### src/common/rtu_defines.svh
`ifndef RTU_DEFINES_SVH
`define RTU_DEFINES_SVH

// Function codes that the length decoder and the read handler know.
`define RTU_FC_RD_OUT    8'h01
`define RTU_FC_RD_IN     8'h02
`define RTU_FC_RD_REG    8'h03
`define RTU_FC_EXC_STAT  8'h07
`define RTU_FC_STD_LAST  8'h08
`define RTU_FC_FRC_MUL   8'h0f
`define RTU_FC_PRE_MUL   8'h10
`define RTU_FC_DEV_TYPE  8'h11
`define RTU_FC_SCRATCH   8'h43
`define RTU_FC_RSP_FIRST 8'h80

// Frame lengths in bytes, check bytes excluded.
`define RTU_LEN_STD      9'h006
`define RTU_LEN_SHORT    9'h002
`define RTU_LEN_VAR      9'h007
`define RTU_LEN_RSP      9'h003
`define RTU_LEN_CRC      9'h002
`define RTU_CNT_IDX      9'h006
`define RTU_HDR_BYTES    9'h007

// Field positions inside the stored header.
`define RTU_POS_ADDR     3'h0
`define RTU_POS_FC       3'h1
`define RTU_POS_START_HI 3'h2
`define RTU_POS_START_LO 3'h3
`define RTU_POS_QTY_HI   3'h4
`define RTU_POS_QTY_LO   3'h5

`define RTU_ADDR_BCAST   8'h00
`define RTU_CRC_INIT     16'hffff
`define RTU_CRC_POLY     16'ha001
`define RTU_REG_MAX      16'h007d
`define RTU_PTS_MAX      16'h0800
`define RTU_PTS_ROUND    17'h00007
`define RTU_BIT_LAST     3'h7

`endif

### src/common/rtu_pkg.sv
package rtu_pkg;

  typedef struct packed {
    logic       valid;
    logic [7:0] data;
  } rtu_byte_s;

  typedef enum logic [1:0] {
    TBL_OUT = 2'h0,
    TBL_IN  = 2'h1,
    TBL_REG = 2'h3
  } rtu_tbl_e;

  typedef struct packed {
    logic       rd;
    rtu_tbl_e   kind;
    logic [15:0] addr;
  } rtu_tbl_req_s;

  typedef struct packed {
    logic        bit_val;
    logic [15:0] word;
  } rtu_tbl_rsp_s;

  typedef struct packed {
    logic       def;
    logic       var_len;
    logic [8:0] len;
  } rtu_len_s;

  typedef enum logic [2:0] {
    ST_RECV  = 3'h0,
    ST_CHECK = 3'h1,
    ST_HEAD  = 3'h3,
    ST_FETCH = 3'h2,
    ST_DATA  = 3'h6,
    ST_CRC   = 3'h7,
    ST_DROP  = 3'h5
  } rtu_state_e;

endpackage

### src/rtl/rtu_slave_read_handler.sv
////////////////////////////////////////////////////////////////////////////
// Functional notes
// (RULE1) Accept frame only if CRC remainder is zero.
// (RULE2) CRC sent low byte before high byte.
// (RULE3) Length from function code before CRC check.
// (RULE4) Variable lengths taken from the count byte.
// (RULE5) Undefined codes dropped; codes 128-255 three bytes.
// (RULE6) Master never sends reads to address zero.
// (RULE7) Output read start field is point minus one.
// (RULE8) Master keeps start plus count within table.
// (RULE9) Start and count fields arrive high byte first.
// (RULE10) Point byte count 1..256, zero encodes 256.
// (RULE11) Byte count equals data bytes before CRC.
// (RULE12) Bits packed eight per byte, ascending from bit0.
// (RULE13) First bit is point after start field.
// (RULE14) Unused high bits of last byte are zero.
// (RULE15) Input reads work like output reads.
// (RULE16) Master asks 1 to 125 registers.
// (RULE17) Register start field is register minus one.
// (RULE18) Register byte count is twice register count.
// (RULE19) Registers ascending, high byte first.
// (RULE20) Bad CRC or foreign address gets no answer.
////////////////////////////////////////////////////////////////////////////
`timescale 1ns/10ps
`include "rtu_defines.svh"

module rtu_slave_read_handler #(
  parameter logic [16:0] OUT_PTS = 17'h00800, // Output points present
  parameter logic [16:0] IN_PTS  = 17'h00800, // Input points present
  parameter logic [16:0] REGS    = 17'h00400  // Registers present
) (
  input  wire logic                 clk_sys,      // System clock
  input  wire logic                 rst,          // Sync reset, high
  input  wire logic [7:0]           station_addr, // Own station address
  input  wire rtu_pkg::rtu_byte_s   rx,           // Received byte strobe
  input  wire logic                 rx_gap,       // Inter-frame silence
  output rtu_pkg::rtu_byte_s        tx,           // Byte to transmit
  input  wire logic                 tx_ready,     // Transmitter takes byte
  output rtu_pkg::rtu_tbl_req_s     tbl_req,      // Table read request
  input  wire rtu_pkg::rtu_tbl_rsp_s tbl_rsp,     // Table data, 1 cycle
  output logic                      frame_drop    // Frame discarded pulse
);
  import rtu_pkg::*;

  ////////////////////////////////////////////////////////////////////////
  // State.

  rtu_state_e        state,  next_state;
  logic [8:0]        cnt,    next_cnt;
  logic [15:0]       rcrc,   next_rcrc;
  logic [6:0][7:0]   hdr,    next_hdr;
  logic [8:0]        elen,   next_elen;
  logic              vlen,   next_vlen;
  logic              known,  next_known;
  logic [15:0]       tcrc,   next_tcrc;
  logic [7:0]        txb,    next_txb;
  logic [1:0]        hcnt,   next_hcnt;
  logic [15:0]       left,   next_left;
  logic [8:0]        dleft,  next_dleft;
  logic [15:0]       addr,   next_addr;
  logic              pend,   next_pend;
  logic [2:0]        bitn,   next_bitn;
  logic [15:0]       sbuf,   next_sbuf;
  logic              two,    next_two;
  rtu_tbl_e          kind,   next_kind;
  logic              next_drop;

  logic [15:0]       rcrc_out;
  logic [15:0]       tcrc_out;
  rtu_len_s          lres;
  logic [7:0]        fc;
  logic [15:0]       start;
  logic [15:0]       qty;
  logic [16:0]       end_sum;
  logic [16:0]       lim;
  logic [15:0]       qty_max;
  logic              fc_read;
  logic              crc_good;
  logic              addr_good;
  logic              accept;
  logic [8:0]        nbytes;
  logic [7:0]        pbyte;

  ////////////////////////////////////////////////////////////////////////
  // Check engines: one folds received bytes, one folds sent bytes.

  rtu_crc_step u_rx_crc (
    .crc_in  (rcrc),
    .data_in (rx.data),
    .crc_out (rcrc_out)
  );

  rtu_crc_step u_tx_crc (
    .crc_in  (tcrc),
    .data_in (txb),
    .crc_out (tcrc_out)
  );

  ////////////////////////////////////////////////////////////////////////
  // Frame length from the function code.

  function automatic rtu_len_s len_of(input logic [7:0] code);
    rtu_len_s r;
    r = '{def: 1'b1, var_len: 1'b0, len: `RTU_LEN_STD};
    if (code >= `RTU_FC_RSP_FIRST) begin
      r.len = `RTU_LEN_RSP; // see (RULE5)
    end else if (code == `RTU_FC_EXC_STAT ||
                 code == `RTU_FC_DEV_TYPE) begin
      r.len = `RTU_LEN_SHORT; // see (RULE3)
    end else if (code == `RTU_FC_FRC_MUL ||
                 code == `RTU_FC_PRE_MUL) begin
      r.var_len = 1'b1; // see (RULE4)
      r.len     = `RTU_LEN_VAR;
    end else if ((code >= `RTU_FC_RD_OUT && code <= `RTU_FC_STD_LAST) ||
                 code == `RTU_FC_SCRATCH) begin
      r.len = `RTU_LEN_STD; // see (RULE3)
    end else begin
      r.def = 1'b0; // see (RULE5)
    end
    return r;
  endfunction

  assign lres = len_of(rx.data);

  ////////////////////////////////////////////////////////////////////////
  // Request decode; fields arrive high byte first.

  assign fc      = hdr[`RTU_POS_FC];
  assign start   = {hdr[`RTU_POS_START_HI],
                    hdr[`RTU_POS_START_LO]}; // see (RULE9)
  assign qty     = {hdr[`RTU_POS_QTY_HI], hdr[`RTU_POS_QTY_LO]}; // see (RULE9)
  assign end_sum = {1'b0, start} + {1'b0, qty};
  assign fc_read = (fc == `RTU_FC_RD_OUT) || (fc == `RTU_FC_RD_IN) ||
                   (fc == `RTU_FC_RD_REG);
  assign lim     = (fc == `RTU_FC_RD_OUT) ? OUT_PTS :
                   (fc == `RTU_FC_RD_IN)  ? IN_PTS  : REGS;
  // Point reads stop at 256 data bytes so the count field can hold it.
  assign qty_max = (fc == `RTU_FC_RD_REG) ? `RTU_REG_MAX : `RTU_PTS_MAX;
  assign crc_good  = (rcrc == 16'h0000); // see (RULE1)
  // Reads are never broadcast, so address zero is never answered.
  assign addr_good = (hdr[`RTU_POS_ADDR] == station_addr) &&
                     (hdr[`RTU_POS_ADDR] != `RTU_ADDR_BCAST); // see (RULE6)
  // Out-of-range requests are silently ignored as well.
  assign accept  = crc_good && addr_good && fc_read && (qty != 16'h0000) &&
                   (qty <= qty_max) && (end_sum <= lim); // see (RULE20)
  assign nbytes  = (fc == `RTU_FC_RD_REG) ? 9'({qty[7:0], 1'b0}) :
                   9'((17'(qty) + `RTU_PTS_ROUND) >> 3); // see (RULE18)
  assign pbyte   = sbuf[7:0] | (8'(tbl_rsp.bit_val) << bitn); // see (RULE12)

  ////////////////////////////////////////////////////////////////////////
  // Next-state logic.

  always_comb begin
    next_state = state;
    next_cnt   = cnt;
    next_rcrc  = rcrc;
    next_hdr   = hdr;
    next_elen  = elen;
    next_vlen  = vlen;
    next_known = known;
    next_tcrc  = tcrc;
    next_txb   = txb;
    next_hcnt  = hcnt;
    next_left  = left;
    next_dleft = dleft;
    next_addr  = addr;
    next_pend  = pend;
    next_bitn  = bitn;
    next_sbuf  = sbuf;
    next_two   = two;
    next_kind  = kind;
    next_drop  = 1'b0;
    case (state)
      ST_RECV: begin
        if (rx_gap) begin
          next_cnt   = 9'h000;
          next_rcrc  = `RTU_CRC_INIT;
          next_known = 1'b0;
        end else if (rx.valid) begin
          // Every byte, check bytes included, goes through the engine.
          next_rcrc = rcrc_out; // see (RULE1)
          next_cnt  = cnt + 9'h001;
          if (cnt < `RTU_HDR_BYTES) begin
            next_hdr[cnt[2:0]] = rx.data;
          end
          if (cnt == 9'h001) begin
            next_elen  = lres.len; // see (RULE3)
            next_vlen  = lres.var_len;
            next_known = 1'b1;
            if (!lres.def) begin
              next_state = ST_DROP; // see (RULE5)
            end
          end
          if (cnt == `RTU_CNT_IDX && vlen) begin
            next_elen = `RTU_LEN_VAR + {1'b0, rx.data}; // see (RULE4)
          end
          if (known && (next_cnt == elen + `RTU_LEN_CRC)) begin
            next_state = ST_CHECK;
          end
        end
      end
      ST_CHECK: begin
        next_cnt   = 9'h000;
        next_rcrc  = `RTU_CRC_INIT;
        next_known = 1'b0;
        if (accept) begin
          next_state = ST_HEAD;
          next_txb   = hdr[`RTU_POS_ADDR];
          next_hcnt  = 2'h0;
          next_tcrc  = `RTU_CRC_INIT;
          next_left  = qty;
          next_dleft = nbytes;
          // Table index k holds point or register k plus one.
          next_addr  = start; // see (RULE7) (RULE13) (RULE17)
          next_kind  = (fc == `RTU_FC_RD_OUT) ? TBL_OUT :
                       (fc == `RTU_FC_RD_IN)  ? TBL_IN  :
                       TBL_REG; // see (RULE15)
        end else begin
          next_state = ST_RECV;
          next_drop  = 1'b1; // see (RULE20)
        end
      end
      ST_HEAD: begin
        if (tx_ready) begin
          next_tcrc = tcrc_out;
          next_hcnt = hcnt + 2'h1;
          case (hcnt)
            2'h0: next_txb = fc;
            // 256 point bytes wrap to zero in the count field.
            2'h1: next_txb = dleft[7:0]; // see (RULE10) (RULE11)
            default: begin
              next_state = ST_FETCH;
              next_bitn  = 3'h0;
              next_sbuf  = 16'h0000; // see (RULE14)
              next_pend  = 1'b0;
            end
          endcase
        end
      end
      ST_FETCH: begin
        if (!pend) begin
          next_pend = 1'b1;
        end else begin
          next_pend = 1'b0;
          next_left = left - 16'h0001;
          next_addr = addr + 16'h0001;
          if (kind == TBL_REG) begin
            next_sbuf  = tbl_rsp.word;
            next_two   = 1'b1;
            next_txb   = tbl_rsp.word[15:8]; // see (RULE19)
            next_state = ST_DATA;
          end else begin
            next_sbuf[7:0] = pbyte; // see (RULE12)
            next_bitn      = bitn + 3'h1;
            // A short last byte leaves its high bits at zero.
            if (bitn == `RTU_BIT_LAST || left == 16'h0001) begin
              next_txb   = pbyte; // see (RULE14)
              next_state = ST_DATA;
            end
          end
        end
      end
      ST_DATA: begin
        if (tx_ready) begin
          next_tcrc  = tcrc_out;
          next_dleft = dleft - 9'h001;
          if (two) begin
            next_two = 1'b0;
            next_txb = sbuf[7:0]; // see (RULE19)
          end else if (dleft == 9'h001) begin
            next_state = ST_CRC;
            next_txb   = tcrc_out[7:0]; // see (RULE2)
            next_hcnt  = 2'h0;
          end else begin
            next_state = ST_FETCH;
            next_bitn  = 3'h0;
            next_sbuf  = 16'h0000;
          end
        end
      end
      ST_CRC: begin
        if (tx_ready) begin
          if (hcnt == 2'h0) begin
            next_hcnt = 2'h1;
            next_txb  = tcrc[15:8]; // see (RULE2)
          end else begin
            next_state = ST_RECV;
          end
        end
      end
      ST_DROP: begin
        // Without a known length the only resync point is silence.
        if (rx_gap) begin
          next_state = ST_RECV;
          next_cnt   = 9'h000;
          next_rcrc  = `RTU_CRC_INIT;
          next_known = 1'b0;
          next_drop  = 1'b1;
        end
      end
      default: begin
        next_state = ST_RECV;
      end
    endcase
  end

  always_ff @(posedge clk_sys) begin
    if (rst) begin
      state      <= ST_RECV;
      cnt        <= 9'h000;
      rcrc       <= `RTU_CRC_INIT;
      hdr        <= '0;
      elen       <= 9'h000;
      vlen       <= 1'b0;
      known      <= 1'b0;
      tcrc       <= `RTU_CRC_INIT;
      txb        <= 8'h00;
      hcnt       <= 2'h0;
      left       <= 16'h0000;
      dleft      <= 9'h000;
      addr       <= 16'h0000;
      pend       <= 1'b0;
      bitn       <= 3'h0;
      sbuf       <= 16'h0000;
      two        <= 1'b0;
      kind       <= TBL_OUT;
      frame_drop <= 1'b0;
    end else begin
      state      <= next_state;
      cnt        <= next_cnt;
      rcrc       <= next_rcrc;
      hdr        <= next_hdr;
      elen       <= next_elen;
      vlen       <= next_vlen;
      known      <= next_known;
      tcrc       <= next_tcrc;
      txb        <= next_txb;
      hcnt       <= next_hcnt;
      left       <= next_left;
      dleft      <= next_dleft;
      addr       <= next_addr;
      pend       <= next_pend;
      bitn       <= next_bitn;
      sbuf       <= next_sbuf;
      two        <= next_two;
      kind       <= next_kind;
      frame_drop <= next_drop;
    end
  end

  ////////////////////////////////////////////////////////////////////////
  // Outputs.

  assign tx.valid      = (state == ST_HEAD) || (state == ST_DATA) ||
                         (state == ST_CRC);
  assign tx.data       = txb;
  assign tbl_req.rd    = (state == ST_FETCH) && !pend;
  assign tbl_req.kind  = kind;
  assign tbl_req.addr  = addr;
endmodule // rtu_slave_read_handler

### src/rtl/rtu_crc_step.sv
`timescale 1ns/10ps
`include "rtu_defines.svh"

module rtu_crc_step (
  input  wire logic [15:0] crc_in,   // Remainder before this byte
  input  wire logic [7:0]  data_in,  // Byte folded in
  output logic      [15:0] crc_out   // Remainder after this byte
);

  // Reflected form: the byte enters at the low end, one bit per step.
  always_comb begin
    logic [15:0] c;
    c = crc_in ^ {8'h00, data_in};
    for (int i = 0; i < 8; i++) begin
      c = c[0] ? ((c >> 1) ^ `RTU_CRC_POLY) : (c >> 1);
    end
    crc_out = c;
  end

endmodule // rtu_crc_step

### config.mk
export PLATFORM = sky130hd
export DESIGN_NAME = rtu_slave_read_handler
export DESIGN_NICKNAME = d
export VERILOG_FILES = /design/src/common/rtu_pkg.sv /design/src/rtl/rtu_slave_read_handler.sv /design/src/rtl/rtu_crc_step.sv
export VERILOG_INCLUDE_DIRS = /design/src /design/src/common
export SDC_FILE = /design/constraint.sdc
export NUM_CORES = 1
export LEC_CHECK = 0
export ABC_CLOCK_PERIOD_IN_PS = 10400
export BUFFER_PORTS_ARGS = -buffer_cell sky130_fd_sc_hd__buf_4
export CORE_ASPECT_RATIO = 1.2
export CORE_MARGIN = 4
export CORE_UTILIZATION = 55
export DETAILED_ROUTE_END_ITERATION = 16
export GPL_ROUTABILITY_DRIVEN = 0
export PLACE_DENSITY = 0.73
export SYNTH_ARGS = -nofsm -noshare
export SYNTH_HDL_FRONTEND = slang
export SYNTH_SLANG_ARGS = --single-unit
### constraint.sdc
create_clock -name clk_sys -period 10.4 [get_ports clk_sys]
set_clock_uncertainty 0.15 [all_clocks]
set_input_delay 1.04 -clock clk_sys [delete_from_list [all_inputs] [get_ports clk_sys]]
set_output_delay 1.04 -clock clk_sys [all_outputs]
set_load 0.05 [all_outputs]
==> metrics.txt, run 1 <==
outcome=finished clean; cts repair resizes=0; crit path cell chain=or4_1 -> nor3_2 -> nand3_1 -> ha_1 -> a21o_2 -> a2111oi_4 -> o21ai_2 -> a211oi_1 -> nand4_1 -> or4_1 -> buf_4 -> nand2_1 -> a311oi_1; Worst Max-Slew Pin Slew=1.08 ns; Die Area=0.0227 sq mm; NetSw=0.412 mW; launch point of the worst path=fc[3]$_SDFFE_PP0P_; # DRC=0; synth warn=0; core area=0.0198 sq mm; Reg clk slew, reported paths=0.07 ns; register area share after synthesis=30.4%; endpoints failing setup=0; Finished Layout Cells=1,730; antenna viol nets, final=0; worst r2r src=fc[3]$_SDFFE_PP0P_; largest net degree at the start of global routing=81; CTS Buf Count=17; depth of the CTS H-tree=4; initial antenna violation count=0; Via density=6.45; starting density of the core=56.6%; worst endpoint required time=10.54 ns; Crit-path slowest cell=or4_1; RSZ-0062 raised after global routing=no; sequential share of power=45.6%; Slew Limit Headroom=26.0%; hold path start=elen[8]$_SDFFE_PP0P_; synth unique cells=79; maxcap violations=0; clk sinks=170; vias in the first global route=10,201; Post-Syn Nets=1,543; share of total power in the clock network=43.8%; final worst-path cycle share=47.7%; Hold Vio Cnt, Final=0; 1st-pass router iterations=8; Comb power frac=10.6%; Synth Register Bits=170; routed vias=11,151; I/O pin total=67; clk buf depth=2; Setup TNS Final=0 ns; Post-Route WL=33,400 microns; Top FF cell, synth=dfxtp_1; total track usage=28.9%; Die Ht=164 microns; Post-CTS Setup Inserts=0; Pins Over Slew Limit=0; Post-Synthesis Cells=1,462; root buffer cell=clkbuf_16; Port Buffer Count=66; Max Fanout on Critical Path=20; Pwr Density=122 mW/mm^2; Hold Buf Count CTS=0; Worst Setup Path Type=reg2reg; Tmin final=4.96 ns; syn avg cell area=7.65 sq um; Worst path most repeated cell=or4_1; crit path DAT=5.09 ns; internal power=1.09 mW; asr flop ratio synth=0%; Worst VDD drop=112 uV; sw frac=27.4%; Critical Path Sink Type=register; Layout Nets=1,537; placed cells=1,698; Mapped Area=0.0112 sq mm; DR WL/cell=19.3 microns; Peak Freq=202 MHz; total congestion overflow=0; Final Power=1.50 mW; share of cells above drive strength 1=9.67%; chip width=138 microns; CTS tree=built; Min-Delay Path Class=reg2reg; first-pass GRT wire length=53,800 microns; Post-DP HPWL=23,500 microns; crit path launch type=register; leakage=4.65 nW; Ant. Diodes=0; Post-synth EDFFs=0; DRT iter0 DRCs=951; synth-to-layout area growth=10.0%; fill cell count=1,846; row count=56; worst skew pair latency=0.44 ns; Largest stage delay, worst path=0.53 ns
-- flip-flops by register name, indices dropped and copies added, names as in the netlist, 9 cells and up --
register,cells
hdr,40
rcrc,16
left,16
dleft,9
cnt,9
elen,9
tcrc,16
addr,16
-- cell type report --
cell class                      count  area [sq um]  area share, %
Multi-Input combinational cell   1163          7290           59.2
Sequential cell                   170          3400           27.7
Timing Repair Buffer               78           586           4.76
Tap cell                          261           327           2.65
Inverter                           26          97.6          0.793
Clock inverter                     14           163           1.32
Clock buffer                       18           439           3.57
-- synthesized netlist by cell type (8+ instances only) --
master	count	area (sq um)
a211oi_1	16	120
a21oi_1	84	420
a221oi_1	9	78.8
a31oi_1	8	50.1
and3_1	17	106
clkbuf_1	86	323
dfxtp_1	170	3400
ha_1	42	526
inv_1	23	86.3
mux2i_1	63	631
nand2_1	145	544
nand3_1	48	240
nand4_1	21	131
nor2_1	202	758
nor3_1	81	405
nor4_1	23	144
o211ai_1	30	225
o21ai_0	62	310
o21ai_1	12	60.1
o22ai_1	17	106
o31ai_1	26	195
or2_2	10	62.6
or3_1	14	87.6
xnor2_1	63	552
xor2_1	36	315
-- power groups by stage --
stage,logic (mW),clock network (mW),registers (mW)
floorplan,0.119,0,0.689
global placement,0.154,0,0.699
detailed placement,0.156,0,0.699
CTS,0.157,0.665,0.684
global route,0.174,0.690,0.687
finish,0.159,0.659,0.686
-- worst max-delay path: cells and delay by family (launching register included) --
kind | cells | cell delay [ns]
AOI/OAI and AO/OA | 5 | 1.15
and+or+nand+nor | 6 | 2.44
buffers and inverters | 1 | 0.24
adders and majority gates | 1 | 0.49
DFF | 1 | 0.32
-- metal layers --
| layer | track usage [%] | vias up | part of all wire (%) |
|---|---|---|---|
| met5 | 0 | - | 0 |
| met4 | 13.3 | 0 | 4.2 |
| met3 | 5.68 | 96 | 7.2 |
| met2 | 46.5 | 467 | 46 |
| met1 | 37.5 | 5290 | 42 |
| li1 | - | 5298 | - |
-- metrics by stage --
step                      util (%)  hold WS [ns]  setup slack (ns)  area (sq um)
after CTS                     62.3         0.323              5.49         12300
final                         62.3         0.323              5.44         12300
after global routing          62.3         0.344              5.07         12300
after floorplan                  -         0.294              6.25         11200
after detailed placement      59.2         0.313              5.52         11700
after global placement        59.2         0.310              5.61         11700
-- worst paths after layout --
kind,to,slack [ns],cells past startpoint
min reg2reg,elen[8]$_SDFFE_PP0P_,0.32,2
min,elen[8]$_SDFFE_PP0P_,0.32,2
max reg2reg,addr[0]$_SDFFE_PP0P_,5.44,13
max,addr[0]$_SDFFE_PP0P_,5.44,13
-- layout by cell type (no fill, tap or decap), types with 6 or more instances in the layout --
| master | Yosys | routed |
|---|---|---|
| clkbuf_16 | 0 | 17 |
| o21ai_1 | 12 | 12 |
| inv_1 | 23 | 23 |
| nand2b_1 | 7 | 7 |
| nand3_1 | 48 | 48 |
| or2_2 | 10 | 10 |
| mux2i_1 | 63 | 63 |
| nor3_1 | 81 | 79 |
| a211oi_1 | 16 | 16 |
| o2111ai_1 | 6 | 6 |
| nand4_1 | 21 | 21 |
| nor3_2 | 4 | 6 |
| ha_1 | 42 | 42 |
| xor2_1 | 36 | 36 |
| a21oi_1 | 84 | 84 |
| or3_1 | 14 | 14 |
| a21o_1 | 7 | 7 |
| a32oi_1 | 6 | 6 |
| o211ai_1 | 30 | 30 |
| buf_4 | 4 | 78 |
| a221oi_1 | 9 | 9 |
| o21ai_0 | 62 | 62 |
| and3_1 | 17 | 17 |
| a22oi_1 | 6 | 6 |
| a311oi_1 | 7 | 7 |
| nor2_1 | 202 | 202 |
| o31ai_1 | 26 | 26 |
| nand2_1 | 145 | 144 |
| dfxtp_1 | 170 | 170 |
| o22ai_1 | 17 | 17 |
| nor4_1 | 23 | 23 |
| xnor2_1 | 63 | 63 |
| a31oi_1 | 8 | 8 |
| o41ai_1 | 6 | 6 |
| nor3b_1 | 7 | 7 |
-- logic make-up (layout without fill, tap and decap cells) --
family / count (synthesis) / count (layout) / share of synthesized area (%)
and+or+nand+nor: 610 / 610 / 25.6
AOI/OAI and AO/OA: 347 / 347 / 21.0
DFF: 170 / 170 / 30.4
buffers and inverters: 129 / 136 / 4.60
xor gates and xnor gates: 99 / 99 / 7.75
muxes: 64 / 64 / 5.74
adders and majority gates: 43 / 43 / 4.88
No activity file was read; power rests on OpenSTA's default activity.
==> run 2: changes to the inputs <==
Settings changed: ABC_CLOCK_PERIOD_IN_PS 10400 to 4050, PLACE_DENSITY 0.73 to 0.76.
Clock period 10.4 ns to 4.05 ns, I/O delays scaled along.
==> run 2 against run 1 <==
  * Critical path depth increased by 5
  * Clock power rose to 2.6 times the previous value
  * Register-to-register slack got worse by 5.5 ns
  * Cell count rose by 3.8%
  * Critical endpoint is now addr[2]$_SDFFE_PP0P_
  * Largest power group unchanged
  * The run now ends with negative setup slack left
  * First-iteration DRC count up 38%
  * Core utilization rose by 3.9 points
  * Highest routed layer unchanged
  * Routed wire length grew 6.1%
  * Via count grew 4.4%
  * Sequential power increased to 2.6 times the previous value
  * Design area up 6.3%
==> metrics.txt, run 2 (synthesized netlist as in run 1, its figures left out) <==
Worst Setup Path Type=reg2reg; violated checks=negative setup slack; Via density=6.49; worst r2r src=hdr[41]$_SDFFE_PP0P_; depth of the CTS H-tree=4; DR WL/cell=19.8 microns; Post-Route WL=35,500 microns; Pwr Density=299 mW/mm^2; Final Power=3.91 mW; Peak Freq=241 MHz; CTS tree=built; crit path cell chain=ha_1 -> nand3_4 -> a211oi_4 -> nor2_1 -> o21ai_2 -> a21oi_1 -> xnor2_1 -> ha_1 -> nand2_1 -> nor4_2 -> o21ai_1 -> nor3_1 -> and4b_2 -> nor2_2 -> or4_4 -> buf_6 -> and4_1 -> a211o_1; Comb power frac=11.0%; Critical Path Sink Type=register; sequential share of power=45.0%; share of total power in the clock network=44.0%; Port Buffer Count=66; Hold Vio Cnt, Final=0; commonest non-fill, non-tap cells in the layout=nor2_1 (201), dfxtp_1 (168), nand2_1 (141); starting density of the core=56.6%; sw frac=26.1%; # DRC=0; hold path start=rx_gap; Die Area=0.0227 sq mm; Largest stage delay, worst path=0.44 ns; clk buf depth=2; root buffer cell=clkbuf_16; post-layout util=66.2%; final worst-path cycle share=102%; Crit-path slowest cell=or4_4; chip width=138 microns; crit path DAT=4.33 ns; worst path bufs/invs=1; row count=56; most common cell after layout, fill and taps aside=nor2_1; outcome=finished with violations; endpoints failing setup=30; DRT iter0 DRCs=1,315; initial antenna violation count=0; core area=0.0198 sq mm; Post-DP HPWL=24,300 microns; Tmin final=4.15 ns; worst endpoint required time=4.23 ns; Largest register FFs=40; total track usage=29.8%; NetSw=1.02 mW; crit path launch type=register; clk sinks=170; I/O pin total=67; share of cells above drive strength 1=15.5%; Worst VDD drop=311 uV; worst setup margin=-0.100 ns; synth-to-layout area growth=16.9%; vias in the first global route=10,858; Worst path most repeated cell=ha_1; Ant. Diodes=0; internal power=2.89 mW; RSZ-0062 raised after global routing=yes; kind of cell adding the most delay to the critical path=simple AND/OR/NAND/NOR gates; routed vias=11,644; Layout Nets=1,603; maxcap violations=0; Die Ht=164 microns; total congestion overflow=0; worst skew pair latency=0.44 ns; largest net degree at the start of global routing=73; launch point of the worst path=hdr[41]$_SDFFE_PP0P_; Reg clk slew, reported paths=0.07 ns; Max Fanout on Critical Path=7; pre-CTS setup slack=-0.152 ns; first-pass GRT wire length=55,900 microns; Min-Delay Path Class=in2reg; leakage=5.05 nW; antenna viol nets, final=0; Pins Over Slew Limit=0; CTS Buf Count=17; Worst Max-Slew Pin Slew=0.932 ns; Slew Limit Headroom=37.6%; Hold Buf Count CTS=0; Top reg by flops=hdr; 1st-pass router iterations=6
run 2: cell count changes in the layout (fill, tap and decap cells not counted), moves of 4 or more:
cell      delta
a221oi_1     -5
o31ai_1      -5
a221oi_2     +5
o31ai_2      +5
o21ai_0      -4
buf_4       +57
run 2: routing by layer:
metal / vias up / track usage [%] / part of all wire (%)
met5: - / 0 / 0
met4: 0 / 14.0 / 4.6
met3: 128 / 5.27 / 7.3
met2: 571 / 50.2 / 47
met1: 5501 / 37.4 / 41
li1: 5444 / - / -
run 2: stage by stage:
stage / instances / hold slack [ns] / setup TNS [ns] / instance area, sq um
after floorplan: 1462 / 0.294 / 0 / 11200
after global placement: 1754 / 0.310 / -0.0408 / 12200
after detailed placement: 1754 / 0.320 / -2.73 / 12200
after CTS: 1792 / 0.0941 / -0.522 / 12900
after global routing: 1795 / 0.0989 / -9.61 / 13100
final: 1795 / 0.0961 / -1.36 / 13100
run 2: path summary, 6_finish.rpt:
| path | end | slack [ns] | cells after the start |
|---|---|---|---|
| worst max-delay path | addr[2]$_SDFFE_PP0P_ | -0.10 | 18 |
| worst min-delay path | frame_drop$_SDFF_PP0_ | 0.1 | 2 |
| worst max register to register | addr[2]$_SDFFE_PP0P_ | -0.10 | 18 |
| worst min register to register | elen[8]$_SDFFE_PP0P_ | 0.32 | 2 |
run 2: area by class of cell:
type | count | area, sq um
Multi-Input combinational cell | 1163 | 7460
Fill cell | 1701 | 6680
Sequential cell | 170 | 3410
Timing Repair Buffer | 144 | 1170
Clock buffer | 20 | 467
Tap cell | 261 | 327
Clock inverter | 11 | 145
Inverter | 26 | 97.6
run 2: power by group through the flow:
| stage | Clock (mW) | Combinational (mW) | Sequential [mW] |
|---|---|---|---|
| after floorplan | 0 | 0.305 | 1.77 |
| after global placement | 0 | 0.411 | 1.79 |
| after detailed placement | 0 | 0.416 | 1.79 |
| after CTS | 1.72 | 0.421 | 1.75 |
| after global routing | 1.79 | 0.466 | 1.76 |
| final | 1.72 | 0.431 | 1.76 |
run 2: timing repair:
| action | CTS | global route |
|---|---|---|
| resized for setup | 17 | 25 |
| pin swaps | 11 | 18 |
| endpoints found under the setup margin | 46 | 72 |
| gates cloned | 3 | 1 |
| buffers inserted | 4 | 2 |
==> run 3: changes to the inputs <==
Settings changed: CELL_PAD_IN_SITES_DETAIL_PLACEMENT from default to 0, CELL_PAD_IN_SITES_GLOBAL_PLACEMENT from default to 1, CORE_UTILIZATION 55 to 42, PLACE_DENSITY 0.76 to 0.78.
==> run 3 against run 2 <==
  * The flow still finishes with violations (negative setup slack)
  * Core utilization down 15 points
  * Non-clock buffer count up 27
  * Sequential share of layout area down 0.70 points
  * Die area up 29%
  * Flip-flop and latch count unchanged
  * Fmax up 2.5%
  * Worst setup slack better by 0.099 ns
  * Critical path type unchanged
  * Critical endpoint unchanged
==> metrics.txt, run 3 (synthesized netlist as in run 1, its figures left out) <==
outcome=finished with violations; violated checks=negative setup slack; Top reg by flops=hdr; row count=65; leakage=5.18 nW; Die Ht=187 microns; Via density=5.95; Worst Max-Slew Pin Slew=0.904 ns; depth of the CTS H-tree=4; commonest non-fill, non-tap cells in the layout=nor2_1 (199), dfxtp_1 (166), buf_4 (156); Final Power=3.76 mW; total track usage=24.9%; share of cells above drive strength 1=18.0%; 1st-pass router iterations=7; Reg clk slew, reported paths=0.07 ns; Slew Limit Headroom=39.5%; sequential share of power=46.6%; DRT iter0 DRCs=917; crit path DAT=4.24 ns; Finished Layout Cells=1,897; Post-DP HPWL=26,200 microns; Pins Over Slew Limit=0; worst endpoint required time=4.24 ns; core area=0.0263 sq mm; share of total power in the clock network=41.7%; DR WL/cell=19.8 microns; Comb power frac=11.8%; largest net degree at the start of global routing=80; Peak Freq=247 MHz; first-pass GRT wire length=59,300 microns; Post-Route WL=37,500 microns; starting density of the core=42.6%; Largest register FFs=40; post-layout util=51.2%; sw frac=28.3%; Tmin final=4.05 ns; # DRC=0; internal power=2.70 mW; NetSw=1.07 mW; total congestion overflow=0; Hold Vio Cnt, Final=0; vias in the first global route=10,781; Critical Path Sink Type=register; CTS tree=built; worst skew pair latency=0.45 ns; Layout Nets=1,630; Setup TNS Final=-0.000992 ns; Worst Setup Path Type=reg2reg; clk buf depth=2; Min-Delay Path Class=in2reg; root buffer cell=clkbuf_16; RSZ-0062 raised after global routing=yes; synth-to-layout area growth=20.2%; worst setup margin=-0.000992 ns; clk sinks=170; initial antenna violation count=0; crit path launch type=register; Max Fanout on Critical Path=6; Worst VDD drop=246 uV; placed cells=1,841; routed vias=11,293; Die Area=0.0293 sq mm; Port Buffer Count=66; fill cell count=2,612; Worst R2R Setup Slack=-0.001 ns; I/O pin total=67; antenna viol nets, final=0; Ant. Diodes=0; endpoints failing setup=1; Pwr Density=280 mW/mm^2; CTS Buf Count=17; chip width=157 microns; final worst-path cycle share=100%; maxcap violations=0; most common cell after layout, fill and taps aside=nor2_1
==> run 3: changes by cell type in the layout (fill, tap and decap cells not counted), moves of 3 or more <==
cell	delta
inv_6	+4
ha_1	-3
ha_4	+3
bufinv_16	-3
buf_4	+21
buf_6	+4
==> run 3: area by class of cell <==
type | count | area [sq um] | area share, %
clock buffer | 19 | 453 | 3.37
multi-input combinational | 1163 | 7560 | 56.2
clock inverter | 13 | 92.6 | 0.689
tap | 335 | 419 | 3.12
sequential | 170 | 3410 | 25.3
timing repair buffer | 171 | 1420 | 10.5
inverter | 26 | 97.6 | 0.726
==> run 3: worst paths after layout <==
path,start,to,cells after the start
min reg2reg,elen[8]$_SDFFE_PP0P_,elen[8]$_SDFFE_PP0P_,2
max,hdr[24]$_SDFFE_PP0P_,addr[2]$_SDFFE_PP0P_,17
max reg2reg,hdr[24]$_SDFFE_PP0P_,addr[2]$_SDFFE_PP0P_,17
min,rx_gap,frame_drop$_SDFF_PP0_,2
==> run 3: power by group through the flow <==
stage | Combinational [mW] | Clock, mW | Sequential, mW
2_1_floorplan | 0.305 | 0 | 1.77
3_3_place_gp | 0.428 | 0 | 1.79
3_5_place_dp | 0.431 | 0 | 1.79
4_1_cts | 0.433 | 1.59 | 1.75
5_1_grt | 0.484 | 1.66 | 1.76
6_report | 0.442 | 1.57 | 1.75
==> run 3: worst max-delay path, stage by stage (launching register included) <==
cell	delay, ns
dfxtp_2	0.34
ha_4	0.16
fa_2	0.34
a21o_1	0.19
a221oi_2	0.29
o31ai_2	0.12
xnor2_1	0.15
ha_1	0.28
nand2_1	0.05
nor4_1	0.20
o21ai_1	0.10
nor3_1	0.13
and4b_1	0.27
nor2_2	0.05
or4_4	0.52
buf_6	0.16
and4_1	0.19
a211o_1	0.25
==> run 3: stage by stage <==
step / setup slack (ns) / hold slack [ns] / instance area, sq um
finish: -0.000992 / 0.118 / 13400
detailed placement: -0.0961 / 0.311 / 12400
CTS: 0.00288 / 0.115 / 13000
floorplan: 0.0157 / 0.294 / 11200
global placement: -0.0215 / 0.311 / 12400
global route: -0.270 / 0.126 / 13400
==> run 3: routing by layer <==
metal	routed length (microns)	track usage (%)	vias to the layer above
li1	-	-	5478
met1	17600	35.4	5460
met2	17500	40.1	295
met3	1570	3.02	60
met4	838	6.48	0
met5	0	0	-
==> run 3: repair_timing <==
item	4_1_cts	5_1_grt
gates resized for setup	6	61
setup endpoints to repair	32	70
pin swaps	2	26
cloned	1	5
hold buffers	0	0
buffers inserted	4	14
